==> src/hw/smc_defs.svh <==
// register addresses, field positions, reset values and timing counts
`ifndef SMC_DEFS_SVH
`define SMC_DEFS_SVH

`define SMC_CTRL_ADDR 8'hC0
`define SMC_STATUS_ADDR 8'hC1
`define SMC_PRESET_ADDR 8'hCF

`define SMC_BIT_BUSY 7
`define SMC_BIT_EN 6
`define SMC_BIT_BEGIN 5
`define SMC_BIT_HALT 4
`define SMC_BIT_SI 3
`define SMC_BIT_ACK 2
`define SMC_BIT_FTE 1
`define SMC_BIT_TOE 0

`define SMC_CTRL_RST 8'h00
`define SMC_STATUS_RST 8'hF8
`define SMC_PRESET_RST 8'h00
`define SMC_IDLE_CODE 8'hF8
`define SMC_CODE_MASK 8'hF8

`define SMC_CLK_HZ 25000000
`define SMC_BUS_IDLE_US 50
`define SMC_BUS_IDLE_CYC ((`SMC_BUS_IDLE_US * (`SMC_CLK_HZ / 1000000)))
`define SMC_HIGH_EXTRA_NS 625
`define SMC_HIGH_BASE_CYC 2
`define SMC_HIGH_EXTRA_CYC (`SMC_HIGH_BASE_CYC + \
   ((`SMC_HIGH_EXTRA_NS * (`SMC_CLK_HZ / 1000000) + 999) / 1000))
`define SMC_FREE_ROLLS 10
`define SMC_FREE_TERM 9'h100

`endif

==> src/hw/smc_pkg.sv <==
// types shared by the control and clock-rate logic
package smc_pkg;
   typedef enum logic [2:0] {
      SMC_IDLE = 3'b000,
      SMC_WAIT_FREE = 3'b001,
      SMC_START = 3'b010,
      SMC_CLOCK = 3'b011,
      SMC_RSTART = 3'b100,
      SMC_STOP = 3'b101
   } smc_mst_state_t;
endpackage

==> src/hw/smc_line_mon.sv <==
// line synchroniser and start/stop detector for the two bus wires
`timescale 1ns/10ps
module smc_line_mon (
   // clock and reset
   input wire logic i_core_clk,
   input wire logic i_nrst,
   // raw bus levels
   input wire logic i_scl,
   input wire logic i_sda,
   // synchronised view
   output logic o_scl,
   output logic o_sda,
   output logic o_start_det,
   output logic o_stop_det
);
   logic [1:0] scl_sync_ff;
   logic [1:0] sda_sync_ff;
   logic scl_d_ff;
   logic sda_d_ff;
   logic start_ff;
   logic stop_ff;
   logic [1:0] nxt_scl_sync;
   logic [1:0] nxt_sda_sync;
   logic nxt_start;
   logic nxt_stop;

   always_comb begin
      nxt_scl_sync = {scl_sync_ff[0], i_scl};
      nxt_sda_sync = {sda_sync_ff[0], i_sda};
      // only the second stage and its delayed copy feed any decision
      nxt_start = scl_sync_ff[1] && scl_d_ff && sda_d_ff && !sda_sync_ff[1];
      nxt_stop = scl_sync_ff[1] && scl_d_ff && !sda_d_ff && sda_sync_ff[1];
   end

   always_ff @(posedge i_core_clk) begin
      if (!i_nrst) begin
         scl_sync_ff <= 2'h3;
         sda_sync_ff <= 2'h3;
         scl_d_ff <= 1'b1;
         sda_d_ff <= 1'b1;
         start_ff <= 1'b0;
         stop_ff <= 1'b0;
      end else begin
         scl_sync_ff <= nxt_scl_sync;
         sda_sync_ff <= nxt_sda_sync;
         scl_d_ff <= scl_sync_ff[1];
         sda_d_ff <= sda_sync_ff[1];
         start_ff <= nxt_start;
         stop_ff <= nxt_stop;
      end
   end

   assign o_scl = scl_d_ff;
   assign o_sda = sda_d_ff;
   assign o_start_det = start_ff;
   assign o_stop_det = stop_ff;
endmodule

==> src/hw/smc_ctrl.sv <==
// control register, bus state and clock-rate generator of the two-wire interface
`timescale 1ns/10ps
`include "smc_defs.svh"

// Functional notes
// - interrupt flag set on any non-idle state
// - hardware never clears the interrupt flag
// - flag plus enable raises interrupt request
// - flag stretches clock low, not high
// - halt flag cleared when stop seen
// - enable off releases lines, drops state
// - begin request: start now or after stop
// - bus free after stop or idle timeout
// - begin after a byte gives repeated start
// - halt in master mode drives stop
// - slave halt simulates stop, bus stays busy
// - both requests: stop first, then start
// - ack slot drives level per ack flag
// - ack flag off ignores own addresses
// - free timer counts high, overflow frees bus
// - low-timeout timer reload high, count low
// - control register layout, busy read-only
// - preset loads up-counter, rollover toggles clock
// - low and high times from preset
// - free timeout ten preset periods
// - status code multiple of eight
module smc_ctrl #(
   parameter int BUS_IDLE_CYC = `SMC_BUS_IDLE_CYC,
   parameter int HIGH_EXTRA_CYC = `SMC_HIGH_EXTRA_CYC,
   parameter int FREE_ROLLS = `SMC_FREE_ROLLS
) (
   // clock and reset
   input wire logic i_core_clk,
   input wire logic i_nrst,
   // special function register port
   input wire logic [7:0] i_sfr_addr,
   input wire logic i_sfr_wr,
   input wire logic [7:0] i_sfr_wdata,
   input wire logic i_sfr_bit_wr,
   input wire logic [2:0] i_sfr_bit_sel,
   input wire logic i_sfr_bit_val,
   input wire logic i_sfr_rd,
   output logic [7:0] o_sfr_rdata,
   // cpu interrupt
   input wire logic i_irq_en,
   output logic o_irq,
   // bus pins
   input wire logic i_scl,
   output logic o_scl,
   output logic o_scl_oe,
   input wire logic i_sda,
   output logic o_sda,
   output logic o_sda_oe,
   // shift engine side
   input wire logic i_state_event,
   input wire logic [7:0] i_state_code,
   input wire logic i_byte_done,
   input wire logic i_arb_lost,
   input wire logic i_data_low,
   input wire logic i_ack_slot,
   input wire logic i_addressed,
   output logic o_iface_enable,
   output logic o_master,
   output logic o_start_sent,
   output logic o_sim_stop,
   output logic o_addr_match_en,
   // scl-low timeout timer hook
   output logic o_lt_reload,
   output logic o_lt_count
);
   // counter widths below cap these values
   if (HIGH_EXTRA_CYC < 1 || HIGH_EXTRA_CYC > 31 || FREE_ROLLS < 1 || FREE_ROLLS > 15
       || BUS_IDLE_CYC < 1 || BUS_IDLE_CYC > 2047) begin
      $error("smc_ctrl: timing parameter out of range");
   end

   logic scl_s, sda_s, start_det, stop_det;
   logic [7:0] ctrl_ff, nxt_ctrl;
   logic [7:0] preset_ff, nxt_preset;
   logic [7:0] status_ff, nxt_status;
   logic [7:0] rdata_ff, nxt_rdata;
   logic busy_ff, nxt_busy;
   smc_pkg::smc_mst_state_t st_ff, nxt_st;
   logic [7:0] cnt_ff, nxt_cnt;
   logic [4:0] xcnt_ff, nxt_xcnt;
   logic [1:0] step_ff, nxt_step;
   logic scl_drv_ff, nxt_scl_drv;
   logic sda_drv_ff, nxt_sda_drv;
   logic bytes_ff, nxt_bytes;
   logic [8:0] ft_cnt_ff, nxt_ft_cnt;
   logic [3:0] ft_rolls_ff, nxt_ft_rolls;
   logic [10:0] idle_cnt_ff, nxt_idle_cnt;
   logic irq_ff, nxt_irq;
   logic scl_oe_ff, nxt_scl_oe;
   logic sda_oe_ff, nxt_sda_oe;
   logic start_sent_ff, nxt_start_sent;
   logic sim_stop_ff, nxt_sim_stop;
   logic master_ff, nxt_master;
   logic lt_reload_ff, nxt_lt_reload;
   logic lt_count_ff, nxt_lt_count;
   logic [7:0] wmask;
   logic [7:0] wval;
   logic en, roll, free_tmo;

   smc_line_mon u_line_mon (
      .i_core_clk(i_core_clk),
      .i_nrst(i_nrst),
      .i_scl(i_scl),
      .i_sda(i_sda),
      .o_scl(scl_s),
      .o_sda(sda_s),
      .o_start_det(start_det),
      .o_stop_det(stop_det)
   );

   assign en = ctrl_ff[`SMC_BIT_EN];
   assign roll = (cnt_ff == 8'hFF);

   // register writes, byte-wide or single bit
   always_comb begin
      wmask = 8'h00;
      wval = i_sfr_wdata;
      if (i_sfr_wr && i_sfr_addr == `SMC_CTRL_ADDR) begin
         wmask = 8'h7F;
      end else if (i_sfr_bit_wr && i_sfr_addr == `SMC_CTRL_ADDR
                   && i_sfr_bit_sel != 3'(`SMC_BIT_BUSY)) begin
         wmask = 8'h01 << i_sfr_bit_sel;
         wval = {8{i_sfr_bit_val}};
      end
   end

   // bus-free timing
   always_comb begin
      nxt_ft_cnt = {1'b0, preset_ff};
      nxt_ft_rolls = 4'h0;
      nxt_idle_cnt = 11'h000;
      free_tmo = 1'b0;
      if (en && scl_s && sda_s && busy_ff) begin
         nxt_idle_cnt = idle_cnt_ff + 11'h001;
         if (idle_cnt_ff == 11'(BUS_IDLE_CYC - 1)) begin
            free_tmo = 1'b1;
         end
         if (ctrl_ff[`SMC_BIT_FTE]) begin
            nxt_ft_rolls = ft_rolls_ff;
            nxt_ft_cnt = ft_cnt_ff + 9'h001;
            if (ft_cnt_ff == `SMC_FREE_TERM) begin
               // each roll is (256 - preset) + 1 cycles
               nxt_ft_cnt = {1'b0, preset_ff};
               nxt_ft_rolls = ft_rolls_ff + 4'h1;
               if (ft_rolls_ff == 4'(FREE_ROLLS - 1)) begin
                  free_tmo = 1'b1;
               end
            end
         end
      end
      nxt_busy = busy_ff;
      if (start_det) begin
         nxt_busy = 1'b1;
      end else if (stop_det || free_tmo) begin
         nxt_busy = 1'b0;
      end
      if (!en) begin
         nxt_busy = 1'b0;
      end
   end

   // control, status and preset registers
   always_comb begin
      nxt_ctrl = (ctrl_ff & ~wmask) | (wval & wmask);
      nxt_ctrl[`SMC_BIT_BUSY] = busy_ff;
      // a software write of the halt bit beats the hardware clear
      if (stop_det && !wmask[`SMC_BIT_HALT]) begin
         nxt_ctrl[`SMC_BIT_HALT] = 1'b0;
      end
      if (sim_stop_ff && !wmask[`SMC_BIT_HALT]) begin
         nxt_ctrl[`SMC_BIT_HALT] = 1'b0;
      end
      nxt_status = status_ff;
      // set beats a clear written in the same cycle
      if (en && i_state_event && i_state_code != `SMC_IDLE_CODE) begin
         nxt_ctrl[`SMC_BIT_SI] = 1'b1;
         nxt_status = i_state_code & `SMC_CODE_MASK;
      end
      nxt_preset = preset_ff;
      if (i_sfr_wr && i_sfr_addr == `SMC_PRESET_ADDR) begin
         nxt_preset = i_sfr_wdata;
      end
      nxt_rdata = rdata_ff;
      if (i_sfr_rd) begin
         unique case (i_sfr_addr)
            `SMC_CTRL_ADDR: nxt_rdata = ctrl_ff;
            `SMC_STATUS_ADDR: nxt_rdata = status_ff;
            `SMC_PRESET_ADDR: nxt_rdata = preset_ff;
            default: nxt_rdata = 8'h00;
         endcase
      end
      nxt_irq = ctrl_ff[`SMC_BIT_SI] && i_irq_en;
   end

   // master sequencer and scl generator
   always_comb begin
      nxt_st = st_ff;
      nxt_cnt = cnt_ff + 8'h01;
      nxt_xcnt = 5'h00;
      nxt_step = step_ff;
      nxt_scl_drv = scl_drv_ff;
      nxt_sda_drv = sda_drv_ff;
      nxt_start_sent = 1'b0;
      nxt_sim_stop = 1'b0;
      nxt_bytes = bytes_ff || i_byte_done;
      unique case (st_ff)
         smc_pkg::SMC_IDLE: begin
            nxt_cnt = preset_ff;
            nxt_step = 2'h0;
            if (ctrl_ff[`SMC_BIT_HALT] && !sim_stop_ff) begin
               nxt_sim_stop = 1'b1;
            end else if (ctrl_ff[`SMC_BIT_BEGIN]) begin
               nxt_st = smc_pkg::SMC_WAIT_FREE;
            end
         end
         smc_pkg::SMC_WAIT_FREE: begin
            // free bus on entry starts at once, else wait one preset period
            if (busy_ff) begin
               nxt_cnt = preset_ff;
               nxt_step = 2'h1;
            end else if (step_ff == 2'h0 || roll) begin
               nxt_st = smc_pkg::SMC_START;
               nxt_sda_drv = 1'b1;
               nxt_cnt = preset_ff;
            end
         end
         smc_pkg::SMC_START: begin
            if (roll) begin
               nxt_st = smc_pkg::SMC_CLOCK;
               nxt_scl_drv = 1'b1;
               nxt_cnt = preset_ff;
               nxt_start_sent = 1'b1;
               nxt_bytes = 1'b0;
            end
         end
         smc_pkg::SMC_CLOCK: begin
            nxt_sda_drv = 1'b0;
            if (scl_drv_ff) begin
               if (ctrl_ff[`SMC_BIT_SI]) begin
                  nxt_cnt = cnt_ff;
               end else if (roll) begin
                  nxt_cnt = preset_ff;
                  nxt_step = 2'h0;
                  if (ctrl_ff[`SMC_BIT_HALT]) begin
                     nxt_st = smc_pkg::SMC_STOP;
                     nxt_sda_drv = 1'b1;
                  end else if (ctrl_ff[`SMC_BIT_BEGIN] && bytes_ff) begin
                     nxt_st = smc_pkg::SMC_RSTART;
                  end else begin
                     nxt_scl_drv = 1'b0;
                  end
               end
            end else if (!scl_s) begin
               nxt_cnt = cnt_ff; // another device still holds the clock low
            end else if (roll) begin
               nxt_cnt = cnt_ff;
               nxt_xcnt = xcnt_ff + 5'h01;
               if (xcnt_ff == 5'(HIGH_EXTRA_CYC - 1)) begin
                  nxt_scl_drv = 1'b1;
                  nxt_cnt = preset_ff;
               end
            end
         end
         smc_pkg::SMC_RSTART: begin
            // release data low, raise clock, then pull data for the start
            if (roll) begin
               nxt_cnt = preset_ff;
               if (step_ff == 2'h0) begin
                  nxt_scl_drv = 1'b0;
                  nxt_step = 2'h1;
               end else if (scl_s) begin
                  nxt_sda_drv = 1'b1;
                  nxt_st = smc_pkg::SMC_START;
               end else begin
                  nxt_cnt = cnt_ff;
               end
            end
         end
         smc_pkg::SMC_STOP: begin
            if (roll) begin
               nxt_cnt = preset_ff;
               if (step_ff == 2'h0) begin
                  nxt_scl_drv = 1'b0;
                  nxt_step = 2'h1;
               end else if (scl_s) begin
                  nxt_sda_drv = 1'b0;
                  nxt_step = 2'h0;
                  // begin still pending goes round for a fresh start
                  nxt_st = ctrl_ff[`SMC_BIT_BEGIN] ? smc_pkg::SMC_WAIT_FREE
                                                   : smc_pkg::SMC_IDLE;
               end else begin
                  nxt_cnt = cnt_ff;
               end
            end
         end
         default: begin
            nxt_st = smc_pkg::SMC_IDLE;
         end
      endcase
      if (i_arb_lost) begin
         nxt_st = smc_pkg::SMC_IDLE;
         nxt_scl_drv = 1'b0;
         nxt_sda_drv = 1'b0;
      end
      if (!en) begin
         nxt_st = smc_pkg::SMC_IDLE;
         nxt_scl_drv = 1'b0;
         nxt_sda_drv = 1'b0;
         nxt_step = 2'h0;
         nxt_bytes = 1'b0;
         nxt_sim_stop = 1'b0;
      end
      nxt_master = (nxt_st != smc_pkg::SMC_IDLE);
   end

   // pin drives and timer hook
   always_comb begin
      // stretch only once the line is already low
      nxt_scl_oe = en && (scl_drv_ff || (ctrl_ff[`SMC_BIT_SI] && !scl_s));
      nxt_sda_oe = en && (sda_drv_ff
                   || (st_ff == smc_pkg::SMC_CLOCK && i_data_low && !i_ack_slot)
                   || (i_ack_slot && i_addressed && ctrl_ff[`SMC_BIT_ACK]));
      nxt_lt_reload = en && ctrl_ff[`SMC_BIT_TOE] && scl_s;
      nxt_lt_count = en && ctrl_ff[`SMC_BIT_TOE] && !scl_s;
   end

   always_ff @(posedge i_core_clk) begin
      if (!i_nrst) begin
         ctrl_ff <= `SMC_CTRL_RST;
         preset_ff <= `SMC_PRESET_RST;
         status_ff <= `SMC_STATUS_RST;
         rdata_ff <= 8'h00;
         busy_ff <= 1'b0;
         st_ff <= smc_pkg::SMC_IDLE;
         cnt_ff <= 8'h00;
         xcnt_ff <= 5'h00;
         step_ff <= 2'h0;
         scl_drv_ff <= 1'b0;
         sda_drv_ff <= 1'b0;
         bytes_ff <= 1'b0;
         ft_cnt_ff <= 9'h000;
         ft_rolls_ff <= 4'h0;
         idle_cnt_ff <= 11'h000;
         irq_ff <= 1'b0;
         scl_oe_ff <= 1'b0;
         sda_oe_ff <= 1'b0;
         start_sent_ff <= 1'b0;
         sim_stop_ff <= 1'b0;
         master_ff <= 1'b0;
         lt_reload_ff <= 1'b0;
         lt_count_ff <= 1'b0;
      end else begin
         ctrl_ff <= nxt_ctrl;
         preset_ff <= nxt_preset;
         status_ff <= nxt_status;
         rdata_ff <= nxt_rdata;
         busy_ff <= nxt_busy;
         st_ff <= nxt_st;
         cnt_ff <= nxt_cnt;
         xcnt_ff <= nxt_xcnt;
         step_ff <= nxt_step;
         scl_drv_ff <= nxt_scl_drv;
         sda_drv_ff <= nxt_sda_drv;
         bytes_ff <= nxt_bytes;
         ft_cnt_ff <= nxt_ft_cnt;
         ft_rolls_ff <= nxt_ft_rolls;
         idle_cnt_ff <= nxt_idle_cnt;
         irq_ff <= nxt_irq;
         scl_oe_ff <= nxt_scl_oe;
         sda_oe_ff <= nxt_sda_oe;
         start_sent_ff <= nxt_start_sent;
         sim_stop_ff <= nxt_sim_stop;
         master_ff <= nxt_master;
         lt_reload_ff <= nxt_lt_reload;
         lt_count_ff <= nxt_lt_count;
      end
   end

   assign o_sfr_rdata = rdata_ff;
   assign o_irq = irq_ff;
   assign o_scl = 1'b0;
   assign o_scl_oe = scl_oe_ff;
   assign o_sda = 1'b0;
   assign o_sda_oe = sda_oe_ff;
   assign o_iface_enable = ctrl_ff[`SMC_BIT_EN];
   assign o_master = master_ff;
   assign o_start_sent = start_sent_ff;
   assign o_sim_stop = sim_stop_ff;
   assign o_addr_match_en = ctrl_ff[`SMC_BIT_ACK];
   assign o_lt_reload = lt_reload_ff;
   assign o_lt_count = lt_count_ff;
endmodule

==> config.mk <==
export PLATFORM = sky130hd
export DESIGN_NAME = smc_ctrl
export DESIGN_NICKNAME = d
export VERILOG_FILES = /design/src/hw/smc_pkg.sv /design/src/hw/smc_line_mon.sv /design/src/hw/smc_ctrl.sv
export VERILOG_INCLUDE_DIRS = /design/src /design/src/hw
export SDC_FILE = /design/constraint.sdc
export NUM_CORES = 1
export LEC_CHECK = 0
export BUFFER_PORTS_ARGS = -buffer_cell sky130_fd_sc_hd__buf_4
export CAP_MARGIN = 10
export CORE_MARGIN = 1
export CORE_UTILIZATION = 50
export CTS_CLUSTER_DIAMETER = 150
export DETAILED_ROUTE_END_ITERATION = 7
export GPL_TIMING_DRIVEN = 0
export HOLD_SLACK_MARGIN = 0.05
export PLACE_DENSITY = 0.8
export SYNTH_ARGS = -nofsm -noshare
export SYNTH_HDL_FRONTEND = slang
export SYNTH_SLANG_ARGS = --single-unit
==> constraint.sdc <==
create_clock -name i_core_clk -period 3.2 [get_ports i_core_clk]
set_clock_uncertainty 0.05 [all_clocks]
set_input_delay 0.8 -clock i_core_clk [delete_from_list [all_inputs] [get_ports i_core_clk]]
set_output_delay 0.8 -clock i_core_clk [all_outputs]
set_load 0.03 [all_outputs]
==> results of run 1 <==
[worst register-to-register path, cell delays in order (launching register included)]
cell and delay (ns):
dfxtp_1 0.41, ha_1 0.22, and4_1 0.29, buf_2 0.24
nand2_1 0.18, nor4_1 0.31, a2bb2oi_1 0.30, a31oi_1 0.12
[report_power, final]
| group | internal [W] | switching (W) |
|---|---|---|
| combinational | 0.0000488 | 0.0000521 |
| clock | 0.000519 | 0.000406 |
| sequential | 0.00112 | 0.00000380 |
[stage by stage]
step / cells / hold WS, ns / worst slack [ns] / total power, W
after floorplan: 512 / 0.336 / 0.984 / 0.00119
after global placement: 675 / 0.348 / 0.663 / 0.00125
after detailed placement: 675 / 0.346 / 0.645 / 0.00125
after CTS: 691 / 0.378 / 0.987 / 0.00216
after global routing: 691 / 0.387 / 0.735 / 0.00223
final: 691 / 0.376 / 0.960 / 0.00215
[registers in the layout, indices dropped and copies added, names as in the netlist, 2 cells and up, named ones only]
name and flops:
idle_cnt_ff 11, ctrl_ff 2, ft_rolls_ff 4, xcnt_ff 5, u_line_mon.scl_sync_ff 2, cnt_ff 8, o_sfr_rdata 8, status_ff 5
st_ff 3, preset_ff 8, u_line_mon.sda_sync_ff 2, ft_cnt_ff 9
[worst max path at each step]
stage / end / cells after the start / slack (ns) / start
floorplan: o_sfr_rdata[7] / 6 / 0.98 / i_sfr_addr[4]
global placement: o_sfr_rdata[5] / 7 / 0.66 / i_sfr_addr[6]
detailed placement: flop / 7 / 0.65 / i_sfr_addr[1]
CTS: o_master / 7 / 0.99 / cnt_ff[0]
global route: flop / 7 / 0.73 / i_sfr_addr[1]
finish: o_master / 7 / 0.96 / cnt_ff[0]
[kinds of logic after synthesis]
family / count (synthesis)
buffers and inverters: 41
muxes: 3
DFF: 90
and+or+nand+nor: 215
other: 1
adders and majority gates: 9
xor gates and xnor gates: 21
AOI/OAI and AO/OA: 131
[final cells by class]
class / count / area [um2]
fillers: 722 / 3140
clock buffers: 9 / 124
plain buffers: 27 / 133
inverters: 14 / 52.6
clock inverters: 7 / 116
multi-input cells: 381 / 2320
flip-flops and latches: 90 / 1800
well taps: 105 / 131
repair buffers: 58 / 435
[routing by layer]
| layer | wire length, um | up-vias | part of all wire |
|---|---|---|---|
| li1 | - | 1985 | - |
| met1 | 4860 | 1867 | 0.44 |
| met2 | 5150 | 163 | 0.47 |
| met3 | 698 | 29 | 0.063 |
| met4 | 331 | 0 | 0.030 |
| met5 | 0 | - | 0 |
[synth_stat cells, types with 5 or more instances]
master | instances | area share
nand2b_1 | 12 | 0.017
nor4_1 | 5 | 0.0073
o21ai_0 | 29 | 0.034
a21oi_1 | 35 | 0.041
inv_1 | 13 | 0.011
nand3_1 | 26 | 0.030
a2bb2oi_1 | 6 | 0.012
clkbuf_1 | 16 | 0.014
and2_1 | 5 | 0.0073
nor2_1 | 68 | 0.059
nand2_1 | 34 | 0.030
and3_1 | 12 | 0.017
a222oi_1 | 5 | 0.012
dfxtp_1 | 90 | 0.42
and4_1 | 5 | 0.010
xnor2_1 | 9 | 0.018
a211oi_1 | 17 | 0.030
ha_1 | 9 | 0.026
nand3b_1 | 5 | 0.0087
a31oi_1 | 11 | 0.016
xor2_1 | 12 | 0.024
nor3_1 | 9 | 0.010
nor2b_1 | 7 | 0.010
buf_2 | 6 | 0.0070
==> flow_summary.json, run 1 <==
{
  "synth_area_um2": 4300,
  "gp_congestion": 0.898,
  "grt_pass1_wl_um": 18400,
  "first_pass_iters": 7,
  "ys_warn_count": 0,
  "critPathLaunchType": "flop",
  "remaining_drc_errors": 0,
  "insertion_delay_ns": 0.36,
  "n_antenna_cell": 0,
  "grt_max_degree": 16,
  "grtUsageMet2": 0.437,
  "coreArea_um2": 8260,
  "synth-compound-area-share": 0.202,
  "max_freq_mhz": 446,
  "synth-async-reset-ratio": 0,
  "timing.rr.start": "cnt_ff[0]",
  "crit_path_end_kind": "flop",
  "via_per_inst": 5.85,
  "post-route-util": 0.619,
  "cts_setup_buffers": 0,
  "layout_commonest_cell": "dfxtp_1",
  "met3_usage": 0.0467,
  "hp-start": "u_line_mon.scl_sync_ff[0]",
  "ys_ff_latch": 90,
  "cts_resized": 0,
  "min_to": "u_line_mon.scl_sync_ff[1]",
  "die_w_um": 94.8,
  "cts_root_buf": "clkbuf_8",
  "postSynthAreaPerCell_um2": 8.42,
  "worstRegToRegCells": 7,
  "grt_usage": 0.264,
  "dp_hpwl_um": 8120,
  "r2r-end": "o_master",
  "finalCritPeriodShare": 0.700,
  "final_cell_mix": "dfxtp_1 (90), nor2_1 (68), buf_4 (60)",
  "clock_path_buffers": 2,
  "via_count": 4044,
  "maxSlewHeadroom": 0.619,
  "finalMaxSlewViolations": 0,
  "crit_type": "reg -> reg",
  "critical_path.top_delay_family": "simple AND/OR/NAND/NOR gates",
  "grt_setup_unrepaired": "false",
  "irDropWorstVdd_v": 0.000254,
  "ys_seq_area_frac": 0.419,
  "finalSetupViolations": 0,
  "rows": 33,
  "io_pins": 62,
  "synth-xor-area-share": 0.0427,
  "hold_class": "reg -> reg",
  "crit_arrival_ns": 2.42,
  "clk_pin_slew_worst_paths_ns": 0.09,
  "design_area_um2": 5110,
  "synth_top_family_by_area": "simple AND/OR/NAND/NOR gates",
  "min_period_ns": 2.24,
  "grt_use_met1": 0.327,
  "port_buffers": 58,
  "grt_pass1_vias": 3915,
  "drt_iter0_markers": 274,
  "dieArea_um2": 8980,
  "power.leakage_nw": 1.90,
  "path_buf_inv": 1,
  "postRouteAntennaNets": 0,
  "cp_cell_sequence": "ha_1, and4_1, buf_2, nand2_1, nor4_1, a2bb2oi_1, a31oi_1",
  "status": "complete, no violations",
  "synth_ff_type": "dfxtp_1",
  "start_util": 0.521,
  "cpPeakStageDelay_ns": 0.41,
  "power.density_nw_per_um2": 421,
  "syn_inst": 511,
  "synth_fa_ha_area_frac": 0.0262,
  "holdBufCountCts": 0,
  "finalWirelength_um": 11000,
  "h-tree-depth": 3,
  "nets": 632,
  "slowest_stage": "dfxtp_1",
  "crit_fanout": 10,
  "grt_antenna_before_repair": 0,
  "worstHoldPathCells": 1,
  "synth_simple_gate_area_frac": 0.259,
  "cap_violations": 0,
  "cts_buffers": 9,
  "placed_area_um2": 4870,
  "wl_per_cell_um": 16.0,
  "timing.reg2reg.setup_slack_ns": 0.96,
  "synth_edf_count": 0,
  "die_y_um": 94.8,
  "max_slew.worst_pin.slew_ns": 0.566,
  "hold_viol_final": 0,
  "grt-ovfl-total": 0,
  "clkSinkCount": 90,
  "cp.required_ns": 3.38,
  "drive_gt1_frac": 0.167,
  "syn2layout_area_growth_pct": 18.8,
  "busiest_layer": "met2",
  "cts_tree": "done",
  "synth_mux_area_frac": 0.00727,
  "final.setup.tns_ns": 0,
  "ys_types": 65
}
No activity file was read; power rests on OpenSTA's default activity.
==> run 2: changes to the inputs <==
Clock period 3.2 ns to 2.3 ns, I/O delays scaled along.
==> flow_summary.json, run 2 (same netlist as run 1, synthesis figures left out) <==
{
  "grt_max_degree": 16,
  "largest_register_ffs": 11,
  "insertion_delay_ns": 0.36,
  "cpPeakStageDelay_ns": 0.37,
  "post-route-util": 0.622,
  "n_antenna_cell": 0,
  "drt_iter0_markers": 396,
  "cp_cell_sequence": "ha_1, and4_1, and2_4, buf_6, a311o_1, or3_1, a31oi_1",
  "hp-start": "i_arb_lost",
  "grt_setup_unrepaired": "false",
  "cts_buffers": 9,
  "worstHoldPathCells": 2,
  "postRouteAntennaNets": 0,
  "h-tree-depth": 3,
  "finalSetupViolations": 0,
  "placed_cells": 675,
  "max_freq_mhz": 470,
  "cts_setup_buffers": 0,
  "largest_register": "idle_cnt_ff",
  "grt_usage": 0.264,
  "final_cell_mix": "dfxtp_1 (90), nor2_1 (68), buf_4 (60)",
  "power.density_nw_per_um2": 584,
  "status": "complete, no violations",
  "path_buf_inv": 1,
  "hold_class": "in -> reg",
  "slowest_stage": "or3_1",
  "finalMaxSlewViolations": 0,
  "crit_fanout": 7,
  "timing.rr.start": "cnt_ff[0]",
  "layout_commonest_cell": "dfxtp_1",
  "syn2layout_area_growth_pct": 19.3,
  "irDropWorstVdd_v": 0.000353,
  "via_per_inst": 5.86,
  "reg_top3": "idle_cnt_ff x11, ft_cnt_ff x9",
  "cts_root_buf": "clkbuf_8",
  "max_slew.worst_pin.slew_ns": 0.569,
  "min_to": "scl_drv_ff",
  "finalWorstSetupSlack_ns": 0.174,
  "cp.required_ns": 2.54,
  "rows": 33,
  "finalCritPeriodShare": 0.924,
  "timing.reg2reg.setup_slack_ns": 0.17,
  "wl_per_cell_um": 16.0,
  "r2r-end": "cnt_ff[0]",
  "critPathLaunchType": "flop",
  "dieArea_um2": 8980,
  "gp_congestion": 0.898,
  "worstRegToRegCells": 7,
  "nets": 632,
  "final_cells": 691,
  "cts_tree": "done",
  "maxSlewHeadroom": 0.617,
  "hold_viol_final": 0,
  "dp_hpwl_um": 8120,
  "finalWirelength_um": 11100,
  "start_util": 0.521,
  "via_count": 4049,
  "crit_arrival_ns": 2.36,
  "grt_pass1_vias": 3915,
  "grt_pass1_wl_um": 18400,
  "clk_pin_slew_worst_paths_ns": 0.09,
  "port_buffers": 58,
  "io_pins": 62,
  "grt_antenna_before_repair": 0,
  "dp_slack_ns": -0.0296,
  "cap_violations": 0,
  "clkSinkCount": 90,
  "critical_path.top_delay_family": "simple AND/OR/NAND/NOR gates",
  "die_y_um": 94.8,
  "coreArea_um2": 8260,
  "drive_gt1_frac": 0.172,
  "remaining_drc_errors": 0,
  "min_period_ns": 2.13,
  "crit_path_end_kind": "flop",
  "clock_path_buffers": 2,
  "grt-ovfl-total": 0,
  "power.leakage_nw": 1.91,
  "first_pass_iters": 5,
  "die_w_um": 94.8,
  "crit_type": "reg -> reg"
}
==> run 2: what timing repair did <==
item | in CTS | in global routing
gates resized for setup | 0 | 4
setup endpoints to repair | 0 | 7
hold buffers | 0 | 0
==> run 2: metrics by stage <==
| stage | cell area (um2) | TNS, ns | power [W] | hold slack (ns) |
|---|---|---|---|---|
| CTS | 5110 | 0 | 0.00301 | 0.343 |
| global route | 5130 | 0 | 0.00310 | 0.344 |
| finish | 5130 | 0 | 0.00300 | 0.358 |
| detailed placement | 4870 | -0.139 | 0.00175 | 0.346 |
| floorplan | 4310 | 0 | 0.00166 | 0.336 |
| global placement | 4870 | -0.0233 | 0.00174 | 0.348 |
==> run 2: area by class of cell <==
class | count | area [um2]
Multi-Input combinational cell | 381 | 2340
Clock buffer | 9 | 124
Sequential cell | 90 | 1800
Clock inverter | 7 | 116
Buffer | 27 | 135
Inverter | 14 | 52.6
Tap cell | 105 | 131
Timing Repair Buffer | 58 | 435
Fill cell | 725 | 3120
==> run 2: worst max-delay path by stage <==
stage             startpoint              to  slack [ns]  cells past startpoint
2_1_floorplan  i_sfr_addr[4]  o_sfr_rdata[7]        0.31                      6
3_3_place_gp   i_sfr_addr[6]  o_sfr_rdata[5]       -0.01                      7
3_5_place_dp   i_sfr_addr[1]            flop       -0.03                      7
4_1_cts            cnt_ff[0]        o_master        0.09                      7
5_1_grt            cnt_ff[0]        o_master       0.003                      7
6_report           cnt_ff[0]       cnt_ff[0]        0.17                      7
==> run 2: routing by layer <==
metal	vias up	wire, um	track usage
li1	1978	-	-
met1	1879	4820	0.327
met2	166	5180	0.437
met3	26	728	0.0467
met4	0	325	0.134
met5	-	0	0
==> run 2: worst reg2reg max path: stages, from the launching register on <==
cell and delay, ns:
dfxtp_1 0.35, ha_1 0.24, and4_1 0.26, and2_4 0.15
buf_6 0.13, a311o_1 0.35, or3_1 0.37, a31oi_1 0.16
==> run 2: where the power goes <==
group	total, W	internal [W]	switching [W]
registers	0.00157	0.00156	0.00000534
clock network	0.00129	0.000722	0.000565
logic	0.000140	0.0000680	0.0000725
total	0.00300	0.00235	0.000643
